**src/verilog/ssr_defs.svh**
```systemverilog
// Register offsets, field positions, reset values and constants of the SPI status block
`ifndef SSR_DEFS_SVH
`define SSR_DEFS_SVH

// ----------------------------------------------------------------
// Register offsets
// ----------------------------------------------------------------
`define SSR_OFS_PORT_CTRL   16'hc0ca
`define SSR_OFS_IRQ_ENABLE  16'hc0cc
`define SSR_OFS_IRQ_STATUS  16'hc0ce
`define SSR_OFS_IRQ_CLEAR   16'hc0d0
`define SSR_OFS_CRC_CONTROL 16'hc0d2
`define SSR_OFS_CRC_VALUE   16'hc0d4

// ----------------------------------------------------------------
// Field positions
// ----------------------------------------------------------------
`define SSR_CTL_FIFO_INIT   14
`define SSR_CTL_TX_EMPTY    7
`define SSR_CTL_RX_FULL     6
`define SSR_BIT_FIFO_ERR    7
`define SSR_BIT_BYTE_RX     2
`define SSR_BIT_BYTE_TX     1
`define SSR_BIT_BLOCK       0
`define SSR_CRC_POLY_HI     15
`define SSR_CRC_POLY_LO     14
`define SSR_CRC_ENABLE      13
`define SSR_CRC_CLEAR       12
`define SSR_CRC_FROM_RX     11
`define SSR_CRC_ONE_IN      10
`define SSR_CRC_ZERO_IN     9

// ----------------------------------------------------------------
// Reset values and polynomials
// ----------------------------------------------------------------
`define SSR_RST_REG         16'h0000
`define SSR_CRC_PRESET      16'hffff
`define SSR_CRC7_MASK       16'h007f
`define SSR_POLY_CCITT      16'h1021
`define SSR_POLY_CRC7       16'h0009
`define SSR_POLY_ALT16      16'h8005

`endif

```
**src/verilog/ssr_pkg.sv**
```systemverilog
// Types shared by the SPI status block
package ssr_pkg;

	// CRC polynomial choice
	typedef enum logic [1:0] {
		POLY_CCITT = 2'b00,
		POLY_CRC7  = 2'b01,
		POLY_ALT16 = 2'b10,
		POLY_RSVD  = 2'b11
	} ssr_poly_e;

	// Link framing state
	typedef enum logic {
		LINK_IDLE  = 1'b0,
		LINK_FRAME = 1'b1
	} ssr_link_e;

endpackage

```
**src/verilog/ssr_sticky_flag.sv**
```systemverilog
// Sticky event flag where a set beats a simultaneous clear
`timescale 1ns/1ps

module ssr_sticky_flag (
	// Clock and reset
	input  wire logic core_clk,
	input  wire logic srst,
	// Event and clear
	input  wire logic setEvt,
	input  wire logic clrEvt,
	// Flag
	output logic      flag
);

	// Set wins so an event in the clearing cycle is not lost
	always_ff @(posedge core_clk) begin
		if (srst) begin
			flag <= 1'b0;
		end else if (setEvt) begin
			flag <= 1'b1;
		end else if (clrEvt) begin
			flag <= 1'b0;
		end
	end

endmodule

```
**src/verilog/ssr_crc_engine.sv**
```systemverilog
// Bit-serial CRC register with selectable polynomial and all-ones preset
`timescale 1ns/1ps
`include "ssr_defs.svh"

module ssr_crc_engine
	import ssr_pkg::*;
(
	// Clock and reset
	input  wire logic        core_clk,
	input  wire logic        srst,
	// Control
	input  ssr_poly_e        polySel,
	input  wire logic        preset,
	input  wire logic        bitEn,
	input  wire logic        bitIn,
	// CRC value
	output logic      [15:0] crcR
);

	// ----------------------------------------------------------------
	// Next value
	// ----------------------------------------------------------------
	wire logic        is7     = (polySel == POLY_CRC7);
	wire logic        topBit  = is7 ? crcR[6] : crcR[15];
	wire logic        fb      = bitIn ^ topBit;
	// Reserved code runs the first 16-bit polynomial
	wire logic [15:0] polyVal = (polySel == POLY_CRC7)  ? `SSR_POLY_CRC7 :
	                            (polySel == POLY_ALT16) ? `SSR_POLY_ALT16 :
	                            `SSR_POLY_CCITT; // RULE15
	wire logic [15:0] widthMsk = is7 ? `SSR_CRC7_MASK : `SSR_CRC_PRESET;
	wire logic [15:0] stepVal  = ({crcR[14:0], 1'b0} ^ (fb ? polyVal : 16'h0000)) & widthMsk;

	// Preset beats a shift in the same cycle
	always_ff @(posedge core_clk) begin
		if (srst) begin
			crcR <= `SSR_CRC_PRESET;
		end else if (preset) begin
			crcR <= `SSR_CRC_PRESET; // RULE16
		end else if (bitEn) begin
			crcR <= stepVal;
		end
	end

endmodule

```
**src/verilog/ssr_status_regs.sv**
```systemverilog
// SPI port status, interrupt enable/clear, bit-length and CRC control registers
//
// Summary of operation
// RULE1 - Control bit 6 shows receive FIFO full
// RULE2 - Bits 5:3 give last transmitted byte length
// RULE3 - Bits 2:0 give last received byte length
// RULE4 - Enable bit 2 gates receive interrupt, resets zero
// RULE5 - Enable bit 1 gates transmit interrupt
// RULE6 - Enable bit 0 gates block done interrupt
// RULE7 - Status bit 7 flags a FIFO fault
// RULE8 - FIFO init write alone clears FIFO error
// RULE9 - Status bit 2 shows receive interrupt triggered
// RULE10 - Status bit 1 shows transmit interrupt triggered
// RULE11 - Status bit 0 shows block interrupt triggered
// RULE12 - Clear bit 1 clears transmit flag, self-clearing
// RULE13 - Clear bit 0 clears block flag, self-clearing
// RULE14 - Software writes zero to reserved bits
// RULE15 - Two-bit select picks the CRC polynomial
// RULE16 - CRC clear bit presets all ones, reads zero
// RULE17 - Source bit picks rx or tx stream
// RULE18 - Bits 10/9 flag CRC not zero/not ones
// RULE19 - Interrupt request when enabled flag is set
// RULE20 - Receive flag drops when receive data drained
`timescale 1ns/1ps
`include "ssr_defs.svh"

module ssr_status_regs
	import ssr_pkg::*;
(
	// Clock and reset
	input  wire logic        core_clk,
	input  wire logic        srst,
	// Register port
	input  wire logic [15:0] regAddr,
	input  wire logic [15:0] regWrData,
	input  wire logic        regWr,
	input  wire logic        regRd,
	output logic      [15:0] regRdData,
	// Rest of the SPI port, same clock
	input  wire logic        txEmpty,
	input  wire logic        rxFull,
	input  wire logic        fifoFault,
	input  wire logic        rxDataReady,
	input  wire logic        byteRxEvt,
	input  wire logic        byteTxEvt,
	input  wire logic        blockDoneEvt,
	input  wire logic        masterMode,
	input  wire logic        fullDuplex,
	input  wire logic        readEnable,
	input  wire logic        sampleOnRise,
	output logic             fifoInitPulse,
	output logic      [15:0] crcValue,
	// SPI pins, asynchronous
	input  wire logic        sckPin,
	input  wire logic        selectNPin,
	input  wire logic        mosiPin,
	input  wire logic        misoPin,
	// Interrupt request to the processor
	output logic             irqReq
);

	// ----------------------------------------------------------------
	// Pin synchronisers
	// ----------------------------------------------------------------
	logic [3:0] pinS1;    // First stage, read only by the second
	logic [3:0] pinS2;    // Stable copies: sck, select, mosi, miso
	logic       sckS3;    // Previous sck, for edge detection

	// Two flops before any logic looks at a pin
	always_ff @(posedge core_clk) begin
		if (srst) begin
			pinS1 <= 4'h2;
			pinS2 <= 4'h2;
			sckS3 <= 1'b0;
		end else begin
			pinS1 <= {misoPin, mosiPin, selectNPin, sckPin};
			pinS2 <= pinS1;
			sckS3 <= pinS2[0];
		end
	end

	wire logic sckNow   = pinS2[0];
	wire logic selNow   = pinS2[1];  // Low while a frame is open
	wire logic mosiNow  = pinS2[2];
	wire logic misoNow  = pinS2[3];
	wire logic sckRise  = sckNow & ~sckS3;
	wire logic sckFall  = ~sckNow & sckS3;
	wire logic sampleEd = sampleOnRise ? sckRise : sckFall;

	// ----------------------------------------------------------------
	// Address decode
	// ----------------------------------------------------------------
	wire logic hitCtrl  = (regAddr == `SSR_OFS_PORT_CTRL);
	wire logic hitEn    = (regAddr == `SSR_OFS_IRQ_ENABLE);
	wire logic hitStat  = (regAddr == `SSR_OFS_IRQ_STATUS);
	wire logic hitClr   = (regAddr == `SSR_OFS_IRQ_CLEAR);
	wire logic hitCrcC  = (regAddr == `SSR_OFS_CRC_CONTROL);
	wire logic hitCrcV  = (regAddr == `SSR_OFS_CRC_VALUE);
	wire logic wrCtrl   = regWr & hitCtrl;
	wire logic wrEn     = regWr & hitEn;
	wire logic wrClr    = regWr & hitClr;
	wire logic wrCrcC   = regWr & hitCrcC;

	// Write-one strobes; nothing is stored so they self-clear
	wire logic fifoInitWr = wrCtrl & regWrData[`SSR_CTL_FIFO_INIT];
	wire logic txClrWr    = wrClr & regWrData[`SSR_BIT_BYTE_TX];   // RULE12
	wire logic blkClrWr   = wrClr & regWrData[`SSR_BIT_BLOCK];     // RULE13
	wire logic crcClrWr   = wrCrcC & regWrData[`SSR_CRC_CLEAR];    // RULE16

	// ----------------------------------------------------------------
	// Software-held control
	// ----------------------------------------------------------------
	logic [2:0] irqEnR;       // Receive, transmit, block enables
	ssr_poly_e  polySelR;     // CRC polynomial choice
	logic       crcEnR;       // CRC runs while set
	logic       crcFromRxR;   // Full duplex CRC source

	// Reserved bits are dropped, so stray ones do no harm
	always_ff @(posedge core_clk) begin
		if (srst) begin
			irqEnR     <= 3'h0;
			polySelR   <= POLY_CCITT;
			crcEnR     <= 1'b0;
			crcFromRxR <= 1'b0;
		end else begin
			if (wrEn) begin
				irqEnR <= regWrData[2:0]; // RULE4 RULE5 RULE6
			end
			if (wrCrcC) begin
				polySelR   <= ssr_poly_e'(regWrData[`SSR_CRC_POLY_HI:`SSR_CRC_POLY_LO]);
				crcEnR     <= regWrData[`SSR_CRC_ENABLE];
				crcFromRxR <= regWrData[`SSR_CRC_FROM_RX];
			end
		end
	end

	// FIFO init pulse to the FIFO, one cycle after the write
	always_ff @(posedge core_clk) begin
		if (srst) begin
			fifoInitPulse <= 1'b0;
		end else begin
			fifoInitPulse <= fifoInitWr;
		end
	end

	// ----------------------------------------------------------------
	// Event flags
	// ----------------------------------------------------------------
	logic fifoErrFlag;  // FIFO fault seen
	logic rxFlag;       // Byte receive triggered
	logic txFlag;       // Byte transmit triggered
	logic blkFlag;      // Block transfer done

	// Only a FIFO init clears the error; a fault in that cycle still sets it
	ssr_sticky_flag uFifoErr (
		.core_clk (core_clk),
		.srst     (srst),
		.setEvt   (fifoFault),   // RULE7
		.clrEvt   (fifoInitWr),  // RULE8
		.flag     (fifoErrFlag)
	);

	// No clear bit exists, so the flag follows the receive data away
	ssr_sticky_flag uRxFlag (
		.core_clk (core_clk),
		.srst     (srst),
		.setEvt   (byteRxEvt),     // RULE9
		.clrEvt   (~rxDataReady),  // RULE20
		.flag     (rxFlag)
	);

	ssr_sticky_flag uTxFlag (
		.core_clk (core_clk),
		.srst     (srst),
		.setEvt   (byteTxEvt),  // RULE10
		.clrEvt   (txClrWr),    // RULE12
		.flag     (txFlag)
	);

	ssr_sticky_flag uBlkFlag (
		.core_clk (core_clk),
		.srst     (srst),
		.setEvt   (blockDoneEvt),  // RULE11
		.clrEvt   (blkClrWr),      // RULE13
		.flag     (blkFlag)
	);

	// Any enabled flag raises the request
	wire logic [2:0] flagVec = {rxFlag, txFlag, blkFlag};
	wire logic       irqNxt  = |(flagVec & irqEnR); // RULE19

	always_ff @(posedge core_clk) begin
		if (srst) begin
			irqReq <= 1'b0;
		end else begin
			irqReq <= irqNxt;
		end
	end

	// ----------------------------------------------------------------
	// Link framing and bit-length capture
	// ----------------------------------------------------------------
	ssr_link_e  linkR;     // Frame state
	logic [2:0] bitCntR;   // Bits in the current byte, modulo eight
	logic [2:0] txLenR;    // Last transmitted byte length
	logic [2:0] rxLenR;    // Last received byte length

	// Which directions moved data in the closing frame
	wire logic txActive = fullDuplex | ~readEnable;
	wire logic rxActive = fullDuplex | readEnable;

	// The count wraps at eight, so a whole byte leaves zero
	always_ff @(posedge core_clk) begin
		if (srst) begin
			linkR   <= LINK_IDLE;
			bitCntR <= 3'h0;
			txLenR  <= 3'h0;
			rxLenR  <= 3'h0;
		end else begin
			case (linkR)
				LINK_IDLE: begin
					if (!selNow) begin
						linkR   <= LINK_FRAME;
						bitCntR <= 3'h0;
					end
				end
				LINK_FRAME: begin
					if (selNow) begin
						linkR <= LINK_IDLE;
						if (txActive) begin
							txLenR <= bitCntR; // RULE2
						end
						if (rxActive) begin
							rxLenR <= bitCntR; // RULE3
						end
					end else if (sampleEd) begin
						bitCntR <= bitCntR + 3'h1;
					end
				end
				default: begin
					linkR <= LINK_IDLE;
				end
			endcase
		end
	end

	// ----------------------------------------------------------------
	// CRC input and engine
	// ----------------------------------------------------------------
	// Master receives on miso, slave on mosi
	wire logic rxBit  = masterMode ? misoNow : mosiNow;
	wire logic txBit  = masterMode ? mosiNow : misoNow;
	// In half duplex the lines are tied, so the source bit is ignored
	wire logic crcBit = (fullDuplex & ~crcFromRxR) ? txBit : rxBit; // RULE17
	wire logic crcEn  = crcEnR & (linkR == LINK_FRAME) & ~selNow & sampleEd;

	ssr_crc_engine uCrc (
		.core_clk (core_clk),
		.srst     (srst),
		.polySel  (polySelR),
		.preset   (crcClrWr),
		.bitEn    (crcEn),
		.bitIn    (crcBit),
		.crcR     (crcValue)
	);

	// Flags look only at the bits the polynomial uses
	wire logic [15:0] crcMsk   = (polySelR == POLY_CRC7) ? `SSR_CRC7_MASK : `SSR_CRC_PRESET;
	wire logic        oneInCrc = |(crcValue & crcMsk);               // RULE18
	wire logic        zeroInCrc = ((crcValue & crcMsk) != crcMsk);   // RULE18

	// ----------------------------------------------------------------
	// Read data
	// ----------------------------------------------------------------
	wire logic [15:0] ctrlWord = {8'h00, txEmpty, rxFull, txLenR, rxLenR}; // RULE1
	wire logic [15:0] enWord   = {13'h0000, irqEnR};
	wire logic [15:0] statWord = {8'h00, fifoErrFlag, 4'h0, flagVec};
	// Clear bit always reads zero
	wire logic [15:0] crcCWord = {polySelR, crcEnR, 1'b0, crcFromRxR,
	                              oneInCrc, zeroInCrc, 9'h000};
	// Clear register is write-only; unmapped reads give zero
	wire logic [15:0] rdMux    = hitCtrl ? ctrlWord :
	                             hitEn   ? enWord   :
	                             hitStat ? statWord :
	                             hitCrcC ? crcCWord :
	                             hitCrcV ? crcValue :
	                             `SSR_RST_REG;

	// Read data stand only in the cycle after the strobe
	always_ff @(posedge core_clk) begin
		if (srst) begin
			regRdData <= `SSR_RST_REG;
		end else if (regRd) begin
			regRdData <= rdMux;
		end else begin
			regRdData <= `SSR_RST_REG;
		end
	end

endmodule

```
**config.mk**
```make
export PLATFORM = sky130hd
export DESIGN_NAME = ssr_status_regs
export DESIGN_NICKNAME = d
export VERILOG_FILES = /design/src/verilog/ssr_pkg.sv /design/src/verilog/ssr_sticky_flag.sv /design/src/verilog/ssr_crc_engine.sv /design/src/verilog/ssr_status_regs.sv
export VERILOG_INCLUDE_DIRS = /design/src /design/src/verilog
export SDC_FILE = /design/constraint.sdc
export NUM_CORES = 1
export LEC_CHECK = 0
export CAP_MARGIN = 20
export CORE_AREA = 5 5 95 75
export DETAILED_ROUTE_END_ITERATION = 16
export DIE_AREA = 0 0 100 80
export DONT_BUFFER_PORTS = 1
export GPL_TIMING_DRIVEN = 0
export PLACE_DENSITY = 0.7
export SYNTH_ARGS = -nofsm -noshare
export SYNTH_HDL_FRONTEND = slang
export SYNTH_HIERARCHICAL = 1
export SYNTH_SLANG_ARGS = --single-unit
```
**constraint.sdc**
```tcl
create_clock -name core_clk -period 3.85 [get_ports core_clk]
set_input_delay 0.77 -clock core_clk [delete_from_list [all_inputs] [get_ports core_clk]]
set_output_delay 0.77 -clock core_clk [all_outputs]
set_load 0.05 [all_outputs]
```
# Word level (Yosys, flattened, before mapping)
# Cells that the tools add are included.
[op_classes]
add_sub_neg = 1
mul = 0
div = 0
n_lt_le_gt_ge = 0
eq_ne = 13
shifts = 0
n_mux = 27
bitwise_logic = 29
n_reduce_logical = 12
[ops]
columns = ["operator", "count"]
rows = [
  ["$eq 16x16->1 const B", 6],
  ["$mux 16", 6],
  ["$and 16x16->16", 2],
  ["$mux 8", 3],
  ["$ne 16x16->1", 1],
  ["$reduce_or 16->1", 1],
  ["$xor 16x16->16", 1],
  ["$and 1x1->1", 14],
  ["$mux 1", 14],
  ["$mux 3", 3],
  ["$reduce_and 3->1", 3],
  ["$not 1->1", 8],
  ["$reduce_or 7->1", 1],
  ["$ne 2x2->1 const B", 3],
  ["$pmux 3 s2", 1],
  ["$reduce_bool 2->1", 3],
  ["$reduce_or 5->1", 1],
  ["$reduce_or 2->1", 2],
  ["$add 3x1->3 const B", 1],
  ["$and 3x3->3", 1],
  ["$reduce_or 3->1", 1],
  ["$eq 2x1->1 const B", 1],
  ["$eq 2x2->1 const B", 1],
  ["$ne 2x1->1 const B", 1],
  ["2 further kinds", 3],
]
[word_totals]
reg_bits = 64
latchBits = 0
mem_bits_rw = 0
mem_bits_ro = 0
input_bits = 51
out_inout_bits = 34
word_cells = 103
n_memories = 0

# Longest topological paths before layout
[depth]
word_depth = 8
mapped_depth = 8
depth_no_buf = 7

# Modules after synthesis
# Netlist, hierarchy kept.
[by_module_without_submodules]
columns = ["module", "n_inst", "cells_per_inst", "area_each_um2", "seq_area_each_um2"]
rows = [
  ["ssr_status_regs", 1, 212, 1985.7, 880.8],
  ["ssr_crc_engine", 1, 93, 800.8, 320.3],
  ["ssr_sticky_flag", 4, 4, 38.8, 20.0],
]

# Worst setup path before layout
# Ideal clock, no wire load.
[synth_timing]
kind = "input-to-reg"
from = "in regAddr[9]"
to = "reg uCrc.crcR[5]"
setup_time_ns = 0.095
arrival_ns = 2.804
required_time_ns = 3.755
slack_ns = 0.951
path_stages = 8
path_buffers = 2
path_cell_list = "or4_4 buf_6 or4_1 nor3_1 nor2_1 clkbuf_1 and3_1 a221oi_1"
[synth_via]
elab_chain_cells = 4
[synth_rtl]
columns = ["item", "line", "text"]
rows = [
  ["start, declared", "ssr_status_regs.sv:34", "input wire logic [15:0] regAddr,"],
  ["$eq 16x16->1 (no source line)", "n/a", ""],
  ["$and 1x1->1", "ssr_status_regs.sv:102", "wire logic wrCrcC = regWr & hitCrcC;"],
  ["$and 1x1->1", "ssr_status_regs.sv:108", "wire logic crcClrWr = wrCrcC & regWrData[`SSR_CRC_CLEAR];"],
  ["net crcClrWr", "ssr_status_regs.sv:108", ""],
  ["$reduce_or 2->1 (no source line)", "n/a", ""],
  ["end signal, assigned", "ssr_crc_engine.sv:36", "crcR <= `SSR_CRC_PRESET;"],
  ["end signal, assigned", "ssr_crc_engine.sv:38", "crcR <= `SSR_CRC_PRESET;"],
  ["end signal, assigned", "ssr_crc_engine.sv:40", "crcR <= stepVal;"],
  ["end, declared", "ssr_crc_engine.sv:17", "output logic [15:0] crcR"],
]
# The timed path passes the listed nets, and every way through them passes these cells.
# A chain may end at the register's enable or synchronous reset.

# Worst setup path after layout
# Same ends and word-level chain as after synthesis.

==> summary.txt <==
Clock network
  • Root buf cell: clkbuf_8
  • TritonCTS Buffers: 9
  • Clk Latency, worst-skew pair: 0.34 ns
  • CTS sink cnt: 64
  • CTS tree: built
  • Clock transition at the registers of the reported paths: 0.06 ns
  • PostCTS Resize Cnt: 0
  • H-tree levels: 3
  • Post-CTS setup buffers: 0
  • Hold_buf cts: 0
  • Max Root-Sink Buffers: 2

STA
  • Worst Tran Pin Value: 0.7839 ns
  • F_max: 0.3570 GHz
  • Minimum clock period: 2.801 ns
  • Hold Violations, Final: 0
  • Post-route clock period utilization: 72.76%
  • # setup viols final: 0
  • Clock skew: 0.007704 ns
  • Unrepaired setup endpoints after global routing: no
  • Setup tns final: 0 ns
  • Slew Limit Fails: 0
  • Rel. slew slack: 47.67%
  • Final worst slack: 1.049 ns

Synthesis
  • Post-synthesis cell type count: 54
  • Syn nets: 375
  • Asr flop ratio synth: 0%
  • Post-Syn Area: 2942 sq um
  • Compound-gate portion of the synthesized area: 15.10%
  • Sequential fraction of the synthesis area: 43.56%
  • Area contributors post-synth: dfxtp_1 (44%), o21ai_0 (4.1%), nor2_1 (3.7%), mux2i_1 (3.4%), nor4_4 (2.9%)
  • Post-Synth Simple-Gate Area: 26.58%
  • Ys flop type: dfxtp_1
  • Largest family of logic cells by synthesized area: simple AND/OR/NAND/NOR gates
  • Synth Area in Adders: 1.276%
  • Share of the synthesized area in the top cell type: 43.56%
  • Ys Warns: 6
  • Mux cell area share after synthesis: 5.487%
  • Avg Cell Area, Syn: 9.164 sq um
  • #FFs+latches synth: 64
  • Synth top cells by count: dfxtp_1 (64), nor2_1 (29), o21ai_0 (24), inv_1 (22), nand2_1 (21)
  • Post-Synth XOR/XNOR Area: 2.084%
  • Post-synth EDFFs: 0
  • Largest area contributor in the netlist: dfxtp_1
  • Syn Inst Count: 321
  • Most common cell in the netlist: dfxtp_1

Worst setup path
  • Crit start category: primary input
  • R2R depth: 8
  • Worst-path maximum fanout: 10
  • Reg2reg setup slack: 1.40 ns
  • Setup CP Type: primary input to register
  • Reg-to-Reg Start: pinS2[0]
  • Worst EP required: 4.10 ns
  • Kind of end point of the critical path: register
  • RR Endpoint: uCrc/crcR[7]
  • Crit. Startpoint: regAddr[9]
  • WP data arrival: 3.05 ns

Floorplan
  • Starting Density: 48.23%
  • CORE AREA: 6100 sq um
  • Die Ht: 80 microns
  • Ports: 85
  • Site Rows: 25
  • Die area: 8000 sq um
  • Die Width: 100 microns

Job
  • Max Cap Viol: 0

Placed design
  • Global placer's final weighted congestion: 0.8629
  • Pre-CTS setup slack: 0.7266 ns
  • DPL Wire Length: 5.516 mm
  • Port buffer count: 0
  • Placed instance area: 3043 sq um

Pwr
  • Power Dens Cells: 428.7 nW/um^2
  • VDD IR max: 276.8 uV
  • P_leak: 0.001256 uW
  • Power after layout: 1405 uW

Routing
  • Drt wl/cell: 17.88 microns
  • Via-to-Cell Ratio: 5.854
  • # DRC: 0
  • Iter 0 DRT Violations: 145
  • DRT Pass-1 Iters: 5
  • Via count: 2447
  • Drt total wl: 7.475 mm
  • Routed Antenna Nets: 0

Layout
  • NumNets Final: 386
  • Ant diodes: 0
  • Fin area: 3278 sq um
  • Layout cells sized above 1: 12.17%
  • Area growth, synth to finish: 11.44%
  • FILL cells: 560

Worst hold path
  • Hold EP: pinS2[1]
  • HP Start: pinS1[1]
  • Worst Hold Path Cells: 1
  • Min-Delay Path Class: register to register

Global route
  • Tot GR Track Use: 19.21%
  • Vias in the first global route: 2295
  • First-pass GRT wire length: 11.90 mm
  • Largest net degree at the start of global routing: 12
  • Initial antenna violation count: 0
  • Grt ovf: 0

Status
  • Outcome: completed
[cells by family after synthesis]
| logic type | after synthesis |
|---|---|
| AOI/OAI and AO/OA | 68 |
| adders and majority gates | 3 |
| muxes | 14 |
| and+or+nand+nor | 128 |
| buffers and inverters | 37 |
| xor gates and xnor gates | 7 |
| DFF | 64 |
[critical path, cell delays in order]
cell      delay [ns]
or4_4           0.51
buf_6           0.17
or4_1           0.51
nor3_1          0.30
nor2_1          0.10
clkbuf_1        0.21
and3_1          0.23
a221oi_1        0.24
[placed cells by master (no fill, tap or decap), types with 3 or more instances in the layout]
master     Yosys  routed
a211oi_1       3       3
a21oi_1       10      10
a21oi_2        4       4
a222oi_1       4       4
a22oi_1        7       7
a31oi_1        3       3
and3_1         6       6
buf_4          3       3
buf_6          3       3
bufinv_16      0       3
clkbuf_1       7       8
clkbuf_8       0       9
dfxtp_1       64      64
ha_1           3       3
inv_1         22      22
mux2i_1       10      10
nand2_1       21      21
nand2b_1      11      11
nand3_1       13      13
nand3b_1       3       3
nor2_1        29      29
nor2b_1        9       9
nor3_1         4       4
nor4_1         3       3
nor4_4         4       4
nor4bb_1       3       3
o21ai_0       24      24
or4_1          3       3
xnor2_1        5       5
[flip-flops by register name (all words and copies together), names as in the netlist, 2 cells and up]
| name | flops |
|---|---|
| regRdData | 16 |
| uCrc/crcR | 16 |
| pinS1 | 4 |
| pinS2 | 4 |
| bitCntR | 3 |
| irqEnR | 3 |
| rxLenR | 3 |
| txLenR | 3 |
| polySelR | 2 |
[layer usage]
layer	vias to the layer above	wire [microns]	global-route usage, %
li1	1167	-	-
met1	1178	3312	25.17
met2	93	3368	29.56
met3	9	718	6.900
met4	0	74	5.922
met5	-	0	0
[where the power goes]
part	internal (uW)	total [uW]	leakage (uW)	switching, uW
Sequential	669	674	0.000519	4.33
Clock	428	682	0.000116	254
Combinational	19.9	49.6	0.000620	29.7
Total	1120	1410	0.00126	288
[area by class of cell]
class,instances,area (sq um),area share [%]
clock inverters,6,107.6,3.282
plain buffers,15,91.34,2.786
clock buffers,10,127.6,3.893
well taps,81,101.3,3.092
multi-input cells,220,1486,45.34
flip-flops and latches,64,1281,39.08
inverters,22,82.58,2.519
[metrics by stage]
step                      utilization (%)  hold slack [ns]  cells
after floorplan                         -           0.3895    321
final                               53.74           0.4156    418
after global routing                53.74           0.4588    418
after CTS                           53.74           0.4216    418
after detailed placement            49.89           0.4028    402
after global placement              49.89           0.3966    402
[worst max-delay path by stage]
stage / cells after the start / endpoint / slack [ns]
5_1_grt: 8 / uCrc/crcR[5] / 0.89
2_1_floorplan: 8 / uCrc/crcR[5] / 0.95
3_3_place_gp: 8 / uCrc/crcR[5] / 0.73
3_5_place_dp: 8 / uCrc/crcR[5] / 0.73
6_report: 8 / uCrc/crcR[5] / 1.05
4_1_cts: 8 / uCrc/crcR[5] / 1.08
Note: power is estimated with default switching activity, not from simulation.
